==> src/rtl/pad_pkg.sv <==
// Package for the peripheral auto powerdown block: offsets, field positions, reset values, timing.
// Assumes a single 40 MHz clock domain; every consumer imports the whole package.
package pad_pkg;
   // ----------------------------------------
   // Clock and timing.
   // ----------------------------------------
   localparam int CLK_MHZ = 40;                             // Device clock rate in MHz.
   localparam int PD_TIMER_MS = 10;                         // Floppy auto powerdown timer in ms.
   localparam int PD_TIMER_CYC = PD_TIMER_MS * 1000 * CLK_MHZ; // Cycles in the timer.
   // ----------------------------------------
   // Floppy register offsets.
   // ----------------------------------------
   localparam logic [2:0] OFS_STATUS_A = 3'h0;              // Status A, read.
   localparam logic [2:0] OFS_STATUS_B = 3'h1;              // Status B, read.
   localparam logic [2:0] OFS_DRIVE_OUT = 3'h2;             // Drive output control, read/write.
   localparam logic [2:0] OFS_RATE_MAIN = 3'h4;             // Rate select write, main status read.
   localparam logic [2:0] OFS_FIFO_DATA = 3'h5;             // Data port, read/write.
   localparam logic [2:0] OFS_INSTAT_RATECFG = 3'h7;        // Input status read, rate config write.
   // ----------------------------------------
   // Field positions.
   // ----------------------------------------
   localparam int DRVOUT_RESET_N_BIT = 2;                   // Drive output control reset bit, low active.
   localparam int DRVOUT_MOTOR_LO = 4;                      // Lowest motor enable bit.
   localparam int RATESEL_SWRESET_BIT = 7;                  // Rate select software reset bit.
   localparam int APC_FDC_BIT = 0;                          // Auto power: floppy enable.
   localparam int APC_PAR_BIT = 3;                          // Auto power: parallel enable.
   localparam int APC_SER1_BIT = 4;                         // Auto power: serial 1 enable.
   localparam int APC_SER2_BIT = 5;                         // Auto power: serial 2 enable.
   localparam int PCC_FDC_BIT = 0;                          // Direct power: floppy on.
   localparam int PCC_PAR_BIT = 3;                          // Direct power: parallel on.
   localparam int PCC_SER1_BIT = 4;                         // Direct power: serial 1 on.
   localparam int PCC_SER2_BIT = 5;                         // Direct power: serial 2 on.
   // ----------------------------------------
   // Reset values.
   // ----------------------------------------
   localparam logic [7:0] DRVOUT_RESET_VAL = 8'h00;         // Drive output control after reset.
   localparam logic [7:0] RATESEL_RESET_VAL = 8'h02;        // Rate select after reset.
   localparam logic [7:0] XFERCFG_RESET_VAL = 8'h02;        // Rate config after reset.
   localparam logic [7:0] MAIN_STATUS_IDLE_VAL = 8'h80;     // Main status when idle.
   // ----------------------------------------
   // Extended control mode field values.
   // ----------------------------------------
   localparam logic [2:0] ECR_MODE_SPP = 3'h0;              // Standard mode.
   localparam logic [2:0] ECR_MODE_BIDIR = 3'h1;            // Bidirectional mode.
   localparam logic [2:0] ECR_MODE_EPP = 3'h4;              // EPP mode.
   // ----------------------------------------
   // Carrier types.
   // ----------------------------------------
   typedef struct packed {
      logic rd;                                             // Read strobe, one cycle.
      logic wr;                                             // Write strobe, one cycle.
      logic [2:0] addr;                                     // Register offset.
      logic [7:0] wdata;                                    // Write data.
   } pad_host_t;
   typedef struct packed {
      logic motorOn0N;                                      // Motor enable out.
      logic driveSelect0N;                                  // Drive select out.
      logic writeDataOutN;                                  // Write data out.
      logic writeGateN;                                     // Write gate out.
   } pad_fdd_gated_t;
endpackage

==> src/rtl/pad_sync2.sv <==
// Two flip-flop synchroniser for a level from outside the clock domain.
// Assumes the clock enable only freezes the stages, never the reset.
`timescale 1ns/100ps
module pad_sync2
   import pad_pkg::*;
#(
   parameter int W = 1
) (
   input wire logic mclk,
   input wire logic reset,
   input wire logic clkEn,
   input wire logic [W-1:0] din,
   output logic [W-1:0] dout
);
   logic [W-1:0] stage1; // First stage, read only by the second stage.
   // ----------------------------------------
   // Sync stages.
   // ----------------------------------------
   // The first stage feeds only dout so metastability never reaches decoding logic.
   // Both stages reset high, the idle level of every pin here, so no false edge follows reset.
   always_ff @(posedge mclk) begin
      if (reset) begin
         stage1 <= '1;
         dout <= '1;
      end else if (clkEn) begin
         stage1 <= din;
         dout <= stage1;
      end
   end
endmodule // pad_sync2

==> src/rtl/pad_serial_pd.sv <==
// Auto powerdown state of one serial port: transmitter and receiver halves.
// Assumes the receive input is already synchronised by the caller.
`timescale 1ns/100ps
module pad_serial_pd
   import pad_pkg::*;
(
   input wire logic mclk,
   input wire logic reset,
   input wire logic clkEn,
   input wire logic autoEn,
   input wire logic txEmpty,
   input wire logic txWrite,
   input wire logic rxFifoEmpty,
   input wire logic rxIdle,
   input wire logic rxSync,
   output logic txDown,
   output logic rxDown
);
   logic rxPrev; // Last synchronised receive level.
   // ----------------------------------------
   // Transmitter.
   // ----------------------------------------
   // A host write wakes the transmitter even in the cycle its buffers report empty.
   always_ff @(posedge mclk) begin
      if (reset) begin
         txDown <= 1'b0;
      end else if (clkEn) begin
         if (!autoEn || txWrite) begin
            txDown <= 1'b0;
         end else if (txEmpty) begin
            txDown <= 1'b1;
         end
      end
   end
   // ----------------------------------------
   // Receiver.
   // ----------------------------------------
   // Only the synchronised level is compared, so a glitch cannot split the state.
   always_ff @(posedge mclk) begin
      if (reset) begin
         rxPrev <= 1'b1;
         rxDown <= 1'b0;
      end else if (clkEn) begin
         rxPrev <= rxSync;
         if (!autoEn || rxSync != rxPrev) begin
            rxDown <= 1'b0;
         end else if (rxFifoEmpty && rxIdle) begin
            rxDown <= 1'b1;
         end
      end
   end
   chk_tx_wake: assert property (@(posedge mclk) disable iff (reset)
      clkEn && txWrite |=> !txDown) else $error("Transmitter did not wake on write.");
   chk_rx_entry: assert property (@(posedge mclk) disable iff (reset)
      $rose(rxDown) |-> $past(rxFifoEmpty) && $past(rxIdle)) else $error("Receiver slept while busy.");
endmodule // pad_serial_pd

==> src/rtl/pad_power_ctrl.sv <==
// Peripheral auto powerdown controller: host gating, PLL control, floppy wake logic, serial and parallel.
// Assumes host strobes are one-cycle pulses on mclk; wake pins come from outside the domain.
`timescale 1ns/100ps
module pad_power_ctrl
   import pad_pkg::*;
#(
   parameter int PD_CYCLES = PD_TIMER_CYC
) (
   input wire logic mclk,
   input wire logic reset,
   input wire logic clkEn,
   input wire logic internalPowerOk,
   input wire logic standbySupply,
   input wire pad_host_t hostIn,
   output logic [7:0] hostRdata,
   input wire logic [7:0] powerControlConfig,
   input wire logic [7:0] autoPowerConfig,
   input wire logic pllControlBit,
   input wire logic pmePowerBit,
   output logic pllPowered,
   output logic pllSelected,
   input wire logic fdcIrqIn,
   input wire logic fdcDrqIn,
   output logic fdcIrqOut,
   output logic fdcDrqOut,
   input wire logic [7:0] fdcStatusA,
   input wire logic [7:0] fdcStatusB,
   input wire logic [7:0] driveInputStatus,
   input wire logic [7:0] fdcMainStatus,
   input wire logic [7:0] fifoReadData,
   input wire logic headUnloadDone,
   input wire logic fdcIntPending,
   output logic fdcDataRead,
   output logic fdcDataWrite,
   output logic [7:0] driveOutputControl,
   output logic [7:0] rateSelectControl,
   output logic [7:0] transferRateConfig,
   output logic fdcPoweredDown,
   input wire pad_fdd_gated_t fddCoreOut,
   output pad_fdd_gated_t fddPinOut,
   output pad_fdd_gated_t fddPinOe,
   input wire logic keyboardClockIn,
   input wire logic mouseClockIn,
   input wire logic infraredReceiveIn,
   input wire logic ringIndicate1N,
   input wire logic ringIndicate2N,
   input wire logic serial1ReceiveIn,
   input wire logic serial2ReceiveIn,
   input wire logic wakeEventReq,
   output logic wakeEventOutN,
   output logic [4:0] wakePinLevel,
   output logic [1:0] ringChange,
   input wire logic [1:0] txEmpty,
   input wire logic [1:0] txHoldWrite,
   input wire logic [1:0] rxFifoEmpty,
   input wire logic [1:0] rxIdle,
   output logic [1:0] serialTxDown,
   output logic [1:0] serialRxDown,
   input wire logic eppEnabled,
   input wire logic ecpEnabled,
   input wire logic [2:0] ecrMode,
   output logic eppDown,
   output logic ecpDown,
   output logic parModeChanged
);
   // ----------------------------------------
   // Synchronised pins.
   // ----------------------------------------
   logic [6:0] pinRaw; // Asynchronous wake and receive pins.
   logic [6:0] pinSync; // Their synchronised copies.
   logic [1:0] ringPrev; // Last ring levels for change detection.
   logic hostRd; // Read accepted by decode.
   logic hostWr; // Write accepted by decode.
   logic wakeAccess; // Access that leaves powerdown.
   logic fdcAutoDown; // Auto powerdown state.
   logic [$clog2(PD_CYCLES+1)-1:0] pdTimer; // Powerdown timer count.
   logic timerDone; // Timer has elapsed.
   logic fdcEntryOk; // All entry conditions met.
   logic [2:0] ecrPrev; // Last extended control mode.
   logic [1:0] cfgPrev; // Last configured port modes.
   logic [1:0] serialAuto; // Per-port auto enables.
   assign pinRaw = {serial2ReceiveIn, serial1ReceiveIn, ringIndicate2N, ringIndicate1N,
                    infraredReceiveIn, mouseClockIn, keyboardClockIn};
   // Every pin level passes both stages before any edge or level logic reads it.
   pad_sync2 #(.W(7)) uSync (
      .mclk(mclk),
      .reset(reset),
      .clkEn(clkEn),
      .din(pinRaw),
      .dout(pinSync)
   );
   // ----------------------------------------
   // Standby wake interface.
   // ----------------------------------------
   // These paths are not gated by power good, only by the standby supply.
   always_ff @(posedge mclk) begin
      if (reset) begin
         wakeEventOutN <= 1'b1;
         wakePinLevel <= '0;
         ringPrev <= 2'b11;
         ringChange <= '0;
      end else if (clkEn) begin
         wakeEventOutN <= !(standbySupply && wakeEventReq);
         wakePinLevel <= standbySupply ? pinSync[4:0] : 5'h00;
         ringPrev <= pinSync[4:3];
         ringChange <= standbySupply ? (pinSync[4:3] ^ ringPrev) : 2'b00;
      end
   end
   // ----------------------------------------
   // Host decode gating.
   // ----------------------------------------
   // Gating at the strobes keeps every host register and access wake path blind while power is not good.
   assign hostRd = hostIn.rd && internalPowerOk;
   assign hostWr = hostIn.wr && internalPowerOk;
   // ----------------------------------------
   // PLL control.
   // ----------------------------------------
   // Reserved combinations leave the PLL powered but not selected, the safe choice.
   always_ff @(posedge mclk) begin
      if (reset) begin
         pllPowered <= 1'b0;
         pllSelected <= 1'b0;
      end else if (clkEn) begin
         pllPowered <= !pllControlBit;
         pllSelected <= !pllControlBit && !pmePowerBit && internalPowerOk;
      end
   end
   // ----------------------------------------
   // Floppy registers kept during powerdown.
   // ----------------------------------------
   // Writes are stored whatever the floppy powerdown state, so they show after wake.
   always_ff @(posedge mclk) begin
      if (reset) begin
         driveOutputControl <= DRVOUT_RESET_VAL;
         rateSelectControl <= RATESEL_RESET_VAL;
         transferRateConfig <= XFERCFG_RESET_VAL;
      end else if (clkEn && hostWr) begin
         case (hostIn.addr)
            OFS_DRIVE_OUT: driveOutputControl <= hostIn.wdata;
            OFS_RATE_MAIN: rateSelectControl <= hostIn.wdata;
            OFS_INSTAT_RATECFG: transferRateConfig <= hostIn.wdata;
            default: ;
         endcase
      end
   end
   // Reads of status A, status B and input status return the live status inputs; drive output control reads back its register.
   always_ff @(posedge mclk) begin
      if (reset) begin
         hostRdata <= 8'h00;
      end else if (clkEn && hostRd) begin
         case (hostIn.addr)
            OFS_STATUS_A: hostRdata <= fdcStatusA;
            OFS_STATUS_B: hostRdata <= fdcStatusB;
            OFS_DRIVE_OUT: hostRdata <= driveOutputControl;
            OFS_RATE_MAIN: hostRdata <= fdcMainStatus;
            OFS_FIFO_DATA: hostRdata <= fifoReadData;
            OFS_INSTAT_RATECFG: hostRdata <= driveInputStatus;
            default: hostRdata <= 8'h00;
         endcase
      end
   end
   assign fdcDataRead = hostRd && hostIn.addr == OFS_FIFO_DATA;
   assign fdcDataWrite = hostWr && hostIn.addr == OFS_FIFO_DATA;
   // ----------------------------------------
   // Wake decode.
   // ----------------------------------------
   // A main status read, any data port access, or a write that starts a motor or pulls a reset bit wakes; other register traffic does not.
   always_comb begin
      wakeAccess = 1'b0;
      if (hostRd && hostIn.addr == OFS_RATE_MAIN) begin
         wakeAccess = 1'b1;
      end
      if ((hostRd || hostWr) && hostIn.addr == OFS_FIFO_DATA) begin
         wakeAccess = 1'b1;
      end
      if (hostWr && hostIn.addr == OFS_DRIVE_OUT &&
          (|hostIn.wdata[7:DRVOUT_MOTOR_LO] || !hostIn.wdata[DRVOUT_RESET_N_BIT])) begin
         wakeAccess = 1'b1;
      end
      if (hostWr && hostIn.addr == OFS_RATE_MAIN && hostIn.wdata[RATESEL_SWRESET_BIT]) begin
         wakeAccess = 1'b1;
      end
   end
   // ----------------------------------------
   // Floppy auto powerdown.
   // ----------------------------------------
   assign timerDone = pdTimer == '0;
   // A pending interrupt blocks entry even with an idle main status, since polling may leave one set.
   assign fdcEntryOk = autoPowerConfig[APC_FDC_BIT] && ~|driveOutputControl[7:DRVOUT_MOTOR_LO] &&
                       fdcMainStatus == MAIN_STATUS_IDLE_VAL && !fdcIntPending && headUnloadDone && timerDone;
   // Timer restarts on every wake and on disable; it counts down only while enabled.
   always_ff @(posedge mclk) begin
      if (reset) begin
         pdTimer <= ($clog2(PD_CYCLES+1))'(PD_CYCLES);
      end else if (clkEn) begin
         if (!autoPowerConfig[APC_FDC_BIT] || wakeAccess) begin
            pdTimer <= ($clog2(PD_CYCLES+1))'(PD_CYCLES);
         end else if (!timerDone) begin
            pdTimer <= pdTimer - 1'b1;
         end
      end
   end
   // Non-waking accesses never touch this state, so the part stays in low power.
   always_ff @(posedge mclk) begin
      if (reset) begin
         fdcAutoDown <= 1'b0;
      end else if (clkEn) begin
         if (wakeAccess || !autoPowerConfig[APC_FDC_BIT]) begin
            fdcAutoDown <= 1'b0;
         end else if (fdcEntryOk) begin
            fdcAutoDown <= 1'b1;
         end
      end
   end
   assign fdcPoweredDown = fdcAutoDown || !powerControlConfig[PCC_FDC_BIT];
   // ----------------------------------------
   // Floppy pins and host outputs.
   // ----------------------------------------
   // Only motor, select and write lines float; step, head and density pass untouched.
   always_ff @(posedge mclk) begin
      if (reset) begin
         fddPinOut <= '1;
         fddPinOe <= '0;
         fdcIrqOut <= 1'b0;
         fdcDrqOut <= 1'b0;
      end else if (clkEn) begin
         fddPinOut <= fddCoreOut;
         fddPinOe <= fdcPoweredDown ? '0 : '1;
         fdcIrqOut <= fdcPoweredDown ? 1'b0 : fdcIrqIn;
         fdcDrqOut <= fdcPoweredDown ? 1'b0 : fdcDrqIn;
      end
   end
   // ----------------------------------------
   // Serial ports.
   // ----------------------------------------
   // The auto enable only permits sleep; direct powerdown still overrides it per port.
   assign serialAuto = {autoPowerConfig[APC_SER2_BIT], autoPowerConfig[APC_SER1_BIT]};
   genvar gi;
   generate
      for (gi = 0; gi < 2; gi++) begin : gSerial
         logic txAuto; // Transmitter auto state.
         logic rxAuto; // Receiver auto state.
         pad_serial_pd uSer (
            .mclk(mclk),
            .reset(reset),
            .clkEn(clkEn),
            .autoEn(serialAuto[gi]),
            .txEmpty(txEmpty[gi]),
            .txWrite(txHoldWrite[gi] && internalPowerOk),
            .rxFifoEmpty(rxFifoEmpty[gi]),
            .rxIdle(rxIdle[gi]),
            .rxSync(pinSync[5+gi]),
            .txDown(txAuto),
            .rxDown(rxAuto)
         );
         assign serialTxDown[gi] = txAuto || !powerControlConfig[PCC_SER1_BIT+gi];
         assign serialRxDown[gi] = rxAuto || !powerControlConfig[PCC_SER1_BIT+gi];
      end
   endgenerate
   // ----------------------------------------
   // Parallel port.
   // ----------------------------------------
   // Recomputed on every enabled cycle, so any mode change shows at the next enabled edge.
   always_ff @(posedge mclk) begin
      if (reset) begin
         eppDown <= 1'b0;
         ecpDown <= 1'b0;
         ecrPrev <= ECR_MODE_SPP;
         cfgPrev <= 2'b00;
         parModeChanged <= 1'b0;
      end else if (clkEn) begin
         // Direct powerdown is ORed in ahead of auto, so no mode can mask it.
         ecrPrev <= ecrMode;
         cfgPrev <= {ecpEnabled, eppEnabled};
         parModeChanged <= ecrMode != ecrPrev || {ecpEnabled, eppEnabled} != cfgPrev;
         eppDown <= !powerControlConfig[PCC_PAR_BIT] || (autoPowerConfig[APC_PAR_BIT] &&
                    (!eppEnabled || (ecpEnabled && ecrMode != ECR_MODE_EPP)));
         ecpDown <= !powerControlConfig[PCC_PAR_BIT] || (autoPowerConfig[APC_PAR_BIT] &&
                    (!ecpEnabled || ecrMode == ECR_MODE_SPP || ecrMode == ECR_MODE_BIDIR ||
                     ecrMode == ECR_MODE_EPP));
      end
   end
   // ----------------------------------------
   // Checks.
   // ----------------------------------------
   chk_pwr_decode: assert property (@(posedge mclk) disable iff (reset)
      !internalPowerOk |-> !fdcDataRead && !fdcDataWrite) else $error("Decode while power not good.");
   chk_pll_down: assert property (@(posedge mclk) disable iff (reset)
      clkEn && pllControlBit |=> !pllPowered && !pllSelected) else $error("PLL not powered down.");
   chk_msr_wake: assert property (@(posedge mclk) disable iff (reset)
      clkEn && hostRd && hostIn.addr == OFS_RATE_MAIN |=> !fdcAutoDown) else $error("Status read did not wake.");
   chk_dor_stay: assert property (@(posedge mclk) disable iff (reset)
      clkEn && fdcAutoDown && !wakeAccess && autoPowerConfig[APC_FDC_BIT] |=> fdcAutoDown)
      else $error("Non-waking access woke floppy.");
   chk_entry_cond: assert property (@(posedge mclk) disable iff (reset)
      $rose(fdcAutoDown) |-> $past(timerDone) && $past(headUnloadDone)) else $error("Early floppy powerdown.");
   chk_timer_restart: assert property (@(posedge mclk) disable iff (reset)
      clkEn && wakeAccess |=> !timerDone ##1 !fdcAutoDown) else $error("Timer not restarted.");
   chk_pin_float: assert property (@(posedge mclk) disable iff (reset)
      clkEn && fdcPoweredDown |=> fddPinOe == '0) else $error("Floppy pins driven in powerdown.");
   chk_irq_low: assert property (@(posedge mclk) disable iff (reset)
      clkEn && fdcPoweredDown |=> !fdcIrqOut && !fdcDrqOut) else $error("Request active in powerdown.");
   chk_ecp_mode: assert property (@(posedge mclk) disable iff (reset)
      clkEn && autoPowerConfig[APC_PAR_BIT] && ecrMode == ECR_MODE_EPP |=> ecpDown) else $error("ECP not down.");
   // Ring changes must still reach the serial interrupt logic while the ports sleep.
   chk_ring_live: assert property (@(posedge mclk) disable iff (reset)
      clkEn && standbySupply && pinSync[4:3] != ringPrev |=> |ringChange) else $error("Ring change lost.");
   chk_par_change: assert property (@(posedge mclk) disable iff (reset)
      clkEn && ecrMode != ecrPrev |=> parModeChanged) else $error("Mode change not flagged.");
   chk_ser_gate: assert property (@(posedge mclk) disable iff (reset)
      clkEn && !autoPowerConfig[APC_SER1_BIT] |=> serialTxDown[0] == !powerControlConfig[PCC_SER1_BIT])
      else $error("Serial slept without auto enable.");
   // Covers for the main sleep and wake scenarios.
   cov_fdc_sleep: cover property (@(posedge mclk) $rose(fdcAutoDown));
   cov_fdc_wake: cover property (@(posedge mclk) fdcAutoDown ##1 !fdcAutoDown);
   cov_ser_sleep: cover property (@(posedge mclk) $rose(serialRxDown[0]));
   cov_epp_down: cover property (@(posedge mclk) $rose(eppDown));
endmodule // pad_power_ctrl

==> config.mk <==
export PLATFORM = sky130hd
export DESIGN_NAME = pad_power_ctrl
export DESIGN_NICKNAME = d
export VERILOG_FILES = /design/src/rtl/pad_pkg.sv /design/src/rtl/pad_sync2.sv /design/src/rtl/pad_serial_pd.sv /design/src/rtl/pad_power_ctrl.sv
export SDC_FILE = /design/constraint.sdc
export NUM_CORES = 1
export LEC_CHECK = 0
export ABC_AREA = 1
export CORE_MARGIN = 3
export CORE_UTILIZATION = 50
export CTS_CLUSTER_DIAMETER = 40
export CTS_CLUSTER_SIZE = 25
export DETAILED_ROUTE_END_ITERATION = 10
export DONT_BUFFER_PORTS = 1
export PLACE_DENSITY = 0.68
export SLEW_MARGIN = 20
export SYNTH_ARGS = -nofsm -noshare
export SYNTH_HDL_FRONTEND = slang
export SYNTH_SLANG_ARGS = --single-unit
==> constraint.sdc <==
create_clock -name mclk -period 1.7 [get_ports mclk]
set_input_delay 0.17 -clock mclk [delete_from_list [all_inputs] [get_ports mclk]]
set_output_delay 0.17 -clock mclk [all_outputs]
set_load 0.005 [all_outputs]
**Word level (Yosys, flattened, before mapping)**

Index checks and enable logic that the tools add are counted.

- $add $sub $neg: 1
- Eq/ne operators: 14
- Muxes and demuxes: 22
- Bitwise operators: 1
- Reductions and logical operators: 80

Operator list:

| kind | count |
|---|---|
| case mux 8 bit (6 select lines) | 1 |
| two-way mux 19 bit | 2 |
| logical AND 1 bit | 27 |
| logical NOT 19 bit | 1 |
| logical OR 1 bit | 19 |
| subtractor 19 x 1 -> 19 bit (second input constant) | 1 |
| AND reduction 2 bit | 9 |
| two-way mux 1 bit | 16 |
| logical NOT 1 bit | 15 |
| equality test 3 bit (second input constant) | 4 |
| nonzero test 2 bit | 5 |
| equality test 8 bit (second input constant) | 1 |
| OR reduction 4 bit | 2 |
| equality test 3 x 1 -> 1 bit (second input constant) | 2 |
| logical NOT 3 bit | 2 |
| two-way mux 5 bit | 1 |
| two-way mux 4 bit | 1 |
| equality test 3 x 2 -> 1 bit (second input constant) | 1 |
| inequality test 3 bit | 1 |
| inequality test 3 bit (second input constant) | 1 |
| two-way mux 2 bit | 1 |
| inequality test 1 bit | 2 |
| inequality test 2 x 1 -> 1 bit (second input constant) | 1 |
| inequality test 2 bit | 1 |
| bitwise XOR 2 bit | 1 |

- Register bits after elaboration: 102
- Output and inout bits: 62
- Logic and storage cells: 153

**Logic depth before layout (Yosys ltp)**

Gate-level depths: netlist (run 1).

- Depth in word-level cells: 9
- Gate-level depth with buffers: 10
- Depth with buffers taken out: 10

**By module**

A second synthesis (run 1) with hierarchy kept.

- Cell total of the unflattened synthesis: 709
- Area total of the unflattened synthesis: 4962.3 µm²

Modules (own cells, without submodules):

| module | times used | cells an instance | area an instance (µm²) |
|---|---|---|---|
| pad_power_ctrl | 1 | 608 | 4195.3 |
| pad_sync2 | 1 | 61 | 486.7 |
| pad_serial_pd | 2 | 20 | 140.1 |

**Worst setup path after synthesis (run 1)**

OpenSTA, ideal clock, no wires.

- Kind: register -> register
- From: register pdTimer[0]
- To: register pdTimer[13]
- Setup time: 0.132 ns
- Arrival: 1.428 ns
- Path slack: 0.140 ns
- Cell stages (with the launch flop): 10
- Buffers on the path: 0
- Path through: dfxtp_1 > inv_1 > ha_1 > nand2_1 > nor2_1 > nand2_1 > nor2_1 > nand3_1 > nand3_1 > a21oi_1

- Cells in the longest elaborated chain, start to end: 3
- Elaborated cells between the ends (all ways): 6
- Those cells by class: add/sub (1); eq/ne (1); mux (2); reduce/logical (2)

Ends and longest elaborated chain:

| item | line | source |
|---|---|---|
| from (decl) | pad_power_ctrl.sv:76 | `logic [$clog2(PD_CYCLES+1)-1:0] pdTimer;` |
| from (signal assigned) | pad_power_ctrl.sv:194 | `pdTimer <= ($clog2(PD_CYCLES+1))'(PD_CYCLES);` |
| from (signal assigned) | pad_power_ctrl.sv:197 | `pdTimer <= ($clog2(PD_CYCLES+1))'(PD_CYCLES);` |
| from (signal assigned) | pad_power_ctrl.sv:199 | `pdTimer <= pdTimer - 1'b1;` |
| subtractor 19 x 1 -> 19 bit or logical NOT 19 bit (tied branches) | pad_power_ctrl.sv:199, pad_power_ctrl.sv:187 |  |
| two-way mux 19 bit or inequality test 2 x 1 -> 1 bit (tied branches) | - |  |
| two-way mux 19 bit or AND reduction 2 bit (tied branches) | - |  |

Parallel ways exist; a longest one is shown, timed or not. The select of a mux whose other input is x is not followed.
A chain may end at the register's enable or synchronous reset.

**Worst setup path in the final report (run 1)**

- From: input port ecrMode[1]
- To: register eppDown

- Cells in the longest elaborated chain, start to end: 5

Ends and longest elaborated chain:

| item | line | source |
|---|---|---|
| from (decl) | pad_power_ctrl.sv:61 | `input wire logic [2:0] ecrMode,` |
| inequality test 3 bit | pad_power_ctrl.sv:277 | `(!eppEnabled \|\| (ecpEnabled && ecrMode != ECR_MODE_EPP)));` |
| logical AND 1 bit | pad_power_ctrl.sv:277 |  |
| logical OR 1 bit | pad_power_ctrl.sv:277 |  |
| logical AND 1 bit | pad_power_ctrl.sv:276 | `eppDown <= !powerControlConfig[PCC_PAR_BIT] \|\| (autoPowerConfig[APC_PAR_BIT] &&` |
| logical OR 1 bit | pad_power_ctrl.sv:276 |  |
| to (signal assigned) | pad_power_ctrl.sv:276 |  |
| to (decl) | pad_power_ctrl.sv:62 | `output logic eppDown,` |

Every way passes these cells.

==> results of run 1 <==
[layout make-up]
class	count	area [µm²]	share of cell area, %
clock buffer	9	124	2.21
clock inverter	7	70.1	1.25
inverter	68	255	4.55
multi-input combinational	507	2440	43.5
sequential	99	1980	35.3
tap	129	161	2.88
timing repair buffer	58	578	10.3
[metal layers]
layer | part of all wire, % | track usage (%) | routed length (µm) | vias to the layer above
met5 | 0 | 0 | 0 | -
met1 | 44 | 31.5 | 5740 | 2140
met4 | 1.4 | 6.93 | 183 | 0
met3 | 7.2 | 6.17 | 947 | 19
li1 | - | - | - | 2366
met2 | 48 | 39.6 | 6290 | 157
[Yosys cell counts (2+ instances only)]
cell type / n / share of area (%)
a21oi_1: 59 / 6.2
a221oi_1: 2 / 0.37
a22oi_1: 7 / 1.1
a31oi_1: 3 / 0.39
buf_1: 8 / 0.63
buf_2: 3 / 0.31
buf_4: 5 / 0.79
buf_6: 2 / 0.47
clkbuf_1: 9 / 0.71
dfxtp_1: 99 / 41
inv_1: 68 / 5.3
nand2_1: 173 / 14
nand2_2: 2 / 0.26
nand2_4: 3 / 0.71
nand3_1: 65 / 6.8
nand3_2: 2 / 0.42
nand3b_1: 2 / 0.31
nand4_1: 12 / 1.6
nor2_1: 86 / 6.8
nor2_2: 5 / 0.65
nor2_4: 3 / 0.71
nor3_1: 4 / 0.42
nor4_1: 3 / 0.39
o21ai_0: 55 / 5.8
o21bai_1: 3 / 0.47
or2_2: 2 / 0.26
xnor2_1: 5 / 0.92
xor2_1: 4 / 0.73
[placed cells by master (no fill, tap or decap), types with 2 or more instances in the layout]
master / n
nor4_1: 3
nand4_1: 12
nand3_1: 64
buf_4: 13
nor2_2: 8
nand3b_1: 2
nand3_2: 2
a22oi_1: 7
dlygate4sd3_1: 42
clkbuf_8: 9
inv_8: 2
nor2_4: 5
o21ai_0: 55
a221oi_1: 2
or2_2: 2
a21oi_1: 59
buf_12: 3
xor2_1: 4
inv_6: 2
nand2_4: 3
nor2_1: 81
nor3_1: 4
dfxtp_1: 99
nand2_1: 173
inv_1: 67
a31oi_1: 3
o21bai_1: 3
nand2_2: 2
xnor2_1: 5
[how the worst max path moves through the flow]
| stage | from | to | slack [ns] | cells past startpoint |
|---|---|---|---|---|
| 2_1_floorplan | pdTimer[0] | pdTimer[13] | 0.14 | 9 |
| 3_3_place_gp | pdTimer[0] | pdTimer[12] | 0.1 | 9 |
| 3_5_place_dp | pdTimer[0] | pdTimer[12] | 0.03 | 9 |
| 4_1_cts | pdTimer[0] | pdTimer[16] | 0.03 | 9 |
| 5_1_grt | ecrMode[1] | eppDown | 0.006 | 6 |
| 6_report | ecrMode[1] | eppDown | 0.12 | 6 |
[repair_timing]
action	in CTS	in global routing
endpoints found under the setup margin	1	18
hold buffers	44	0
hold endpoints to repair	93	0
pin swaps	1	2
setup buffers	2	0
resized for setup	0	12
[sequential cells by signal, summed over array words and instances (netlist names), 5 cells and up]
name / count
pdTimer: 19
driveOutputControl: 8
hostRdata: 8
rateSelectControl: 8
transferRateConfig: 8
uSync.dout: 7
uSync.stage1: 7
wakePinLevel: 5
[critical path, delay by kind of cell]
kind	cells	cell delay, ns
buffers and inverters	3	1.21
AOI/OAI and AO/OA	3	0.52
[logic make-up after synthesis]
group,after synthesis,synth area share [%]
compound gates,132,14.7
simple gates,365,33.4
buf+inv,96,8.43
fa+ha+maj,1,0.262
flops,99,41.5
xor+xnor,9,1.65
[where the power goes]
group	leakage [nW]	switching, W	internal (W)
combinational	1.47	0.000395	0.000282
clock	0.101	0.000910	0.000576
sequential	0.811	0.0000846	0.00242
[per-stage QoR]
| stage | cell area (µm²) | hold WS, ns | setup slack (ns) | utilization [%] |
|---|---|---|---|---|
| after floorplan | 4780 | 0.281 | 0.140 | - |
| after global placement | 4880 | 0.251 | 0.0969 | 52.6 |
| after detailed placement | 4880 | 0.253 | 0.0321 | 52.6 |
| after CTS | 5560 | 0.00197 | 0.0252 | 59.9 |
| after global routing | 5610 | 0.0218 | 0.00593 | 60.4 |
| final | 5610 | 0.0196 | 0.118 | 60.4 |
==> impl_metrics.ini, run 1 <==
[layout]
fillers = 869
syn_to_final_growth_pct = 17.4
drive_gt1_share_pct = 7.75
n_antenna_cell = 0
finalNonFillerCells = 877
nets = 849

[floorplan]
dieWidth_um = 104
io_pins = 167
row_count = 35
die_y_um = 104
initial_core_util_pct = 51.5
core_um2 = 9280
dieArea_um2 = 10800

[route]
drt_wl_total_um = 13200
dr.pass1.iters = 5
drtIter0Drc = 339
drcViolationCount = 0
vias_per_cell = 5.34
vias = 4682
wire_per_inst_um = 15.0
antenna_left = 0

[worst_setup_path]
crit_arrival_ns = 1.90
timing.rr.end = pdTimer[2]
crit_path_end_kind = flop
regToRegSetupSlack_ns = 0.16
worstRegToRegCells = 7
crit_chain = dlygate4sd3_1, inv_1, a31oi_1, o21ai_0, a31oi_1, dlygate4sd3_1
slowest_delay_ns = 0.58
crit_type = primary input to flop
critical_path_required_ns = 2.02
slowest_stage = dlygate4sd3_1
rr_startpoint = pdTimer[0]
cp_max_fo = 3
startpoint_type = primary input

[global_routing]
grt_max_degree = 59
antenna_found_initial = 0
grtUsageTotal_pct = 24.1
overflow = 0
grt_pass1_wl_um = 21800
grt_pass1_vias = 4505

[hold_path]
holdPathEnd = gSerial[1].uSer.txDown
min_path_type = primary input to flop
hold_depth = 2
hold_start = txEmpty[1]

[sta]
setup-tns-final_ns = 0
max-slew-margin-rel_pct = 65.4
grt_setup_unrepaired = no
period_needed_ns = 1.58
max_freq_mhz = 632
fin_skew_ns = 0.0114
hold_viol = 0
post-route-period-util_pct = 93.1
slew_violations = 0
max_slew.worst_pin.slew_ns = 0.518
setup_violations = 0

[place]
place.gp.congestion = 0.886
placed_cells = 815
dp_hpwl_um = 8770
io_buffer_count = 0

[cts]
clk_pin_slew_worst_paths_ns = 0.10
cts_sinks = 99
htreeDepth = 3
root_buffer = clkbuf_8
clk_path_buf_depth = 2
clk_latency_ns = 0.37
cts_tree = done
tritoncts.num_buffers = 9

[yosys]
syn_nets = 808
yosys.cell_types.count = 36
postSynthAreaPerCell_um2 = 6.80
synth_cells = 702
synth.ff_latch_count = 99
async_flop_share_pct = 0
synth-main-ff-cell = dfxtp_1
yosysWarnings = 0
synth.yosys.seq_area_share_pct = 41.5
netlist_area_um2 = 4780
synth_edf_count = 0

[power]
p_per_area_nw_per_um2 = 832
peakVddDrop_mv = 0.680
p_total_w = 0.00467
p_leak_nw = 2.38

[outcome]
status = finished, final reports clean

[job]
maxCapViolCount = 0
Note: power is estimated with default switching activity, not from simulation.
==> run 2, diff against run 1 <==
Settings changed: SYNTH_HIERARCHICAL set to 1.
==> run 2 against run 1 <==
Net effect:
- via count is 1.9% higher
- non-clock buffer count is 7 lower
- critical path type is now flop to flop
- sequential share of layout area is 0.39 points lower
- largest cell class unchanged
- core utilization is 0.46 points lower
- largest power group unchanged
- routed wire length is 2.6% higher
- hold slack worse by 0.0039 ns
- critical path depth is 3 higher
- flip-flop and latch count stayed put
- count of clock-buffer cells in the layout is 1 higher
- register-to-register slack worse by 0.02 ns
- combinational power is 9.0% higher
- first-iteration DRC count is 7.4% lower
==> impl_metrics.ini, run 2 <==
[outcome]
status = finished, final reports clean

[job]
maxCapViolCount = 0

[yosys]
syn_nets = 815
synthTopCellsByArea = dfxtp_1 40%, nand2_1 14%, nor2_1 6.3%
synth-main-ff-cell = dfxtp_1
synth_top_area_share_pct = 39.9
synth.ff_latch_count = 99
synth.yosys.seq_area_share_pct = 39.9
synth_adder_area_share_pct = 0.252
postSynthAreaPerCell_um2 = 7.00
synth_compound_area_share_pct = 12.5
yosysWarnings = 6
synth_top_family_by_area = simple AND/OR/NAND/NOR gates
synth_simple_gate_area_share_pct = 36.4
synth_area_leader_cell = dfxtp_1
async_flop_share_pct = 0
netlist_area_um2 = 4960
synth_edf_count = 0
synth-xor-area-share_pct = 2.12
ys_top_cells_by_count = 183 x nand2_1, 99 x dfxtp_1, 83 x nor2_1, 66 x inv_1, 59 x nand3_1
yosys.cell_types.count = 38
synth_cells = 709
synth_mux_area_share_pct = 0
post-synth-top-count-cell = nand2_1

[hold_path]
min_path_type = primary input to flop
hold_start = txEmpty[1]
hold_depth = 2
holdPathEnd = gSerial[1].uSer/txDown

[layout]
regMostFlops = pdTimer
n_antenna_cell = 0
layout_commonest_cell = nand2_1
syn_to_final_growth_pct = 14.3
largest_reg_flops = 19
nets = 850
layout_common_cells = 183 x nand2_1, 99 x dfxtp_1, 80 x nor2_1
drive_gt1_share_pct = 11.2
fillers = 867
multi_input_area_um2 = 2560
regArea_um2 = 1980

[worst_setup_path]
crit_path_end_kind = flop
rr_startpoint = pdTimer[0]
crit_arrival_ns = 1.81
startpoint_type = flop
timing.rr.end = pdTimer[12]
crit_chain = inv_1, ha_2, nand2_4, nor2_4, nand4_2, nand2_4, nand2_4, nand2_1, nand3_2
worstRegToRegCells = 9
crit_type = flop to flop
cp_max_fo = 17
slowest_stage = dfxtp_1
slowest_delay_ns = 0.35
regToRegSetupSlack_ns = 0.14
critical_path_required_ns = 1.95
cp_common_cell = nand2_4

[floorplan]
initial_core_util_pct = 52.5
row_count = 35
core_um2 = 9460
io_pins = 167
dieWidth_um = 106
dieArea_um2 = 11200
die_y_um = 106

[sta]
max-slew-margin-rel_pct = 66.1
layout_setup_ws_ns = 0.143
period_needed_ns = 1.56
setup-tns-final_ns = 0
hold_ws_ns = 0.0157
max_slew.worst_pin.slew_ns = 0.505
setup_violations = 0
hold_viol = 0
grt_setup_unrepaired = yes
slew_violations = 0
max_freq_mhz = 642
fin_skew_ns = 0.0104
post-route-period-util_pct = 91.6

[place]
io_buffer_count = 0
dp_hpwl_um = 9150
place.gp.congestion = 0.923
pre_cts_slack_ns = 0.106

[cts]
htreeDepth = 3
post_cts_buffers = 0
tritoncts.num_buffers = 9
clk_pin_slew_worst_paths_ns = 0.10
cts_tree = done
clk_path_buf_depth = 2
clk_latency_ns = 0.36
root_buffer = clkbuf_8
cts_sinks = 99

[route]
drt_wl_total_um = 13500
vias = 4769
vias_per_cell = 5.43
dr.pass1.iters = 5
drcViolationCount = 0
drtIter0Drc = 314
antenna_left = 0
wire_per_inst_um = 15.4

[global_routing]
grt_max_degree = 46
overflow = 0
grtUsageTotal_pct = 23.5
grt_pass1_vias = 4520
grt_pass1_wl_um = 21600
antenna_found_initial = 0

[power]
p_total_w = 0.00476
p_leak_nw = 2.43
peakVddDrop_mv = 0.528
p_per_area_nw_per_um2 = 839
==> run 2: cell type report <==
| class | instances | share of cell area (%) |
|---|---|---|
| inverters | 70 | 4.63 |
| clock buffers | 10 | 2.43 |
| clock inverters | 6 | 0.926 |
| flip-flops and latches | 99 | 34.9 |
| multi-input cells | 513 | 45.1 |
| repair buffers | 51 | 9.13 |
| well taps | 129 | 2.85 |
==> run 2: layer usage <==
metal	track usage, %	up-vias	wire length, µm
met5	0	-	0
met4	7.49	0	209
met3	5.33	19	1110
met2	40.1	217	6520
met1	29.4	2166	5660
li1	-	2367	-
==> run 2: kinds of logic (layout without fill, tap and decap cells) <==
kind of cell,Yosys count,after routing
simple gates,388,388
compound gates,112,112
flops,99,99
buf+inv,97,137
xor+xnor,12,12
fa+ha+maj,1,1
==> run 2: worst max-delay path: cells and delay by family (launching register included) <==
| kind | cells | cell delay [ns] |
|---|---|---|
| simple gates | 7 | 0.84 |
| flops | 1 | 0.35 |
| fa+ha+maj | 1 | 0.20 |
| buf+inv | 1 | 0.06 |
==> run 2: through the flow <==
step	area [µm²]	utilization, %	cells
after global placement	5060	53.5	824
after global routing	5670	60.0	878
after CTS	5650	59.7	878
after floorplan	4960	-	709
after detailed placement	5060	53.5	824
final	5670	60.0	878
==> run 2: how the worst max path moves through the flow <==
stage	slack [ns]	cells past startpoint	to	start
3_5_place_dp	0.11	9	pdTimer[10]	pdTimer[0]
3_3_place_gp	0.16	10	pdTimer[0]	pdTimer[0]
5_1_grt	-0.007	9	pdTimer[15]	pdTimer[0]
2_1_floorplan	0.03	10	pdTimer[4]	pdTimer[0]
6_report	0.14	9	pdTimer[12]	pdTimer[0]
4_1_cts	0.08	9	pdTimer[10]	pdTimer[0]
==> run 2: power breakdown <==
part / total [W] / switching (W) / internal (W)
clock network: 0.00151 / 0.000904 / 0.000601
logic: 0.000737 / 0.000433 / 0.000305
registers: 0.00252 / 0.0000955 / 0.00242
==> run 2: repair_timing <==
item / in CTS / in global routing
hold buffers: 38 / 0
gates resized for setup: 0 / 7
setup endpoints to repair: 0 / 15
endpoints found under the hold margin: 89 / 0
==> run 3, diff against run 2 <==
--- a/constraint.sdc
+++ b/constraint.sdc
@@ -3,2 +3,2 @@
 set_output_delay 0.17 -clock mclk [all_outputs]
-set_load 0.005 [all_outputs]
+set_load 0.05 [all_outputs]
==> run 3 against run 2 <==
Net effect:
- non-clock buffer count rose by 37
- clock skew up 0.0027 ns
- count of clock-buffer cells in the layout is 1 lower
- flip-flop and latch count did not move
- cell area increased by 5.1%
- clock power rose by 9%
- first-iteration DRC count is 30% lower
- via count is 2.6% higher
- global-route usage is 0.92 points higher
- hold slack got worse by 0.0096 ns
- critical endpoint is now ecpDown
==> impl_metrics.ini, run 3 (same netlist as run 2, synthesis figures left out) <==
[outcome]
status = finished, final reports clean

[sta]
max_slew.worst_pin.slew_ns = 0.560
setup_violations = 0
setup-tns-final_ns = 0
fin_skew_ns = 0.0131
grt_setup_unrepaired = yes
period_needed_ns = 1.65
hold_viol = 0
max_freq_mhz = 606
slew_violations = 0
post-route-period-util_pct = 97.1
max-slew-margin-rel_pct = 62.6

[route]
antenna_left = 0
vias_per_cell = 5.35
drcViolationCount = 0
wire_per_inst_um = 15.0
vias = 4895
drt_wl_total_um = 13700
drtIter0Drc = 221
dr.pass1.iters = 7

[cts]
clk_path_buf_depth = 2
clk_pin_slew_worst_paths_ns = 0.11
tritoncts.num_buffers = 9
cts_tree = done
root_buffer = clkbuf_8
htreeDepth = 3
clk_latency_ns = 0.37
cts_sinks = 99

[worst_setup_path]
crit_family = buffers and inverters
crit_chain = dlygate4sd3_1, inv_1, a31oi_1, o21ai_0, nand2_1, a31oi_1, dlygate4sd3_1
regToRegSetupSlack_ns = 0.11
crit_end = ecpDown
startpoint = ecrMode[1]
critical_path_required_ns = 1.96
cp_max_fo = 2
rr_startpoint = pdTimer[1]
crit_path_end_kind = flop
crit_type = primary input to flop
slowest_stage = dlygate4sd3_1
worstRegToRegCells = 9
timing.rr.end = pdTimer[3]
slowest_delay_ns = 0.57
startpoint_type = primary input
crit_cells = 7
crit_arrival_ns = 1.92
cp_num_buf_inv = 3

[layout]
finalNonFillerCells = 915
multi_input_area_um2 = 2550
drive_gt1_share_pct = 15.0
final_area_um2 = 5960
regArea_um2 = 1980
regMostFlops = pdTimer
layout_common_cells = 183 x nand2_1, 98 x dfxtp_1, 83 x nor2_1
nets = 887
syn_to_final_growth_pct = 20.2
fillers = 865
n_antenna_cell = 0
layout_commonest_cell = nand2_1
largest_reg_flops = 19

[floorplan]
row_count = 35
die_y_um = 106
initial_core_util_pct = 52.5
io_pins = 167
dieArea_um2 = 11200
core_um2 = 9460
dieWidth_um = 106

[global_routing]
grt_max_degree = 45
grt_pass1_vias = 4601
grt_pass1_wl_um = 22200
overflow = 0
grtUsageTotal_pct = 24.4
antenna_found_initial = 0

[power]
p_leak_nw = 2.63
peakVddDrop_mv = 0.619
p_total_w = 0.00510
p_per_area_nw_per_um2 = 856

[hold_path]
min_path_type = primary input to flop

[place]
io_buffer_count = 0
place.gp.congestion = 0.929
postPlaceCellArea_um2 = 5330
placed_cells = 860
dp_hpwl_um = 9230

[job]
maxCapViolCount = 0
## run 3: cell count changes in the layout (fill, tap and decap cells not counted), sizes merged
cell / before / now
inv: 73 / 74
clkinv: 3 / 2
bufinv: 0 / 1
dlygate4sd3: 36 / 37
buf: 15 / 51
clkbuf: 10 / 9
## run 3: worst min-delay path by stage
stage                     startpoint                      to  slack (ns)  cells after the start
after floorplan                reset  gSerial[0].uSer/txDown        0.25                      1
after global placement         reset              pdTimer[5]        0.24                      1
after detailed placement       reset              pdTimer[6]        0.24                      1
after CTS                      clkEn  gSerial[0].uSer/rxDown      0.0007                      4
after global routing           clkEn  gSerial[1].uSer/rxDown       0.002                      4
final                      hostIn[2]   driveOutputControl[2]       0.006                      2
## run 3: worst register-to-register path, cell delays in order, from the launching register on
cell     delay (ns)
dfxtp_1        0.33
inv_1          0.07
ha_2           0.21
nand2_4        0.08
nor2_4         0.14
nand4_2        0.13
nand2_2        0.12
buf_4          0.20
nand3_1        0.11
a21oi_2        0.14
## run 3: area by class of cell
type / instances / share of cell area (%)
tap: 129 / 2.71
inverter: 70 / 4.41
sequential: 99 / 33.3
clock buffer: 9 / 2.08
timing repair buffer: 88 / 13.3
clock inverter: 7 / 1.51
multi-input combinational: 513 / 42.8
## run 3: metrics by stage
step / worst slack [ns] / hold slack [ns] / utilization [%]
CTS: 0.0840 / 0.000701 / 63.0
finish: 0.0489 / 0.00612 / 63.0
global route: -0.00826 / 0.00160 / 63.0
global placement: 0.167 / 0.241 / 56.4
detailed placement: 0.113 / 0.241 / 56.4
floorplan: 0.0333 / 0.249 / -
## run 3: repair_timing
action | in CTS | in global routing
setup buffers | 0 | 0
resized for setup | 0 | 2
hold buffers | 39 | 0
setup endpoints to repair | 0 | 11
endpoints found under the hold margin | 89 | 0
## run 3: routing by layer
metal	routed length (µm)	track usage [%]
met1	5830	30.1
met2	6700	41.7
met3	1010	6.74
met4	176	7.31
met5	0	0
## run 3: where the power goes
part	switching, W	internal, W
registers	0.000161	0.00242
clock network	0.000923	0.000725
logic	0.000542	0.000328
total	0.00163	0.00348
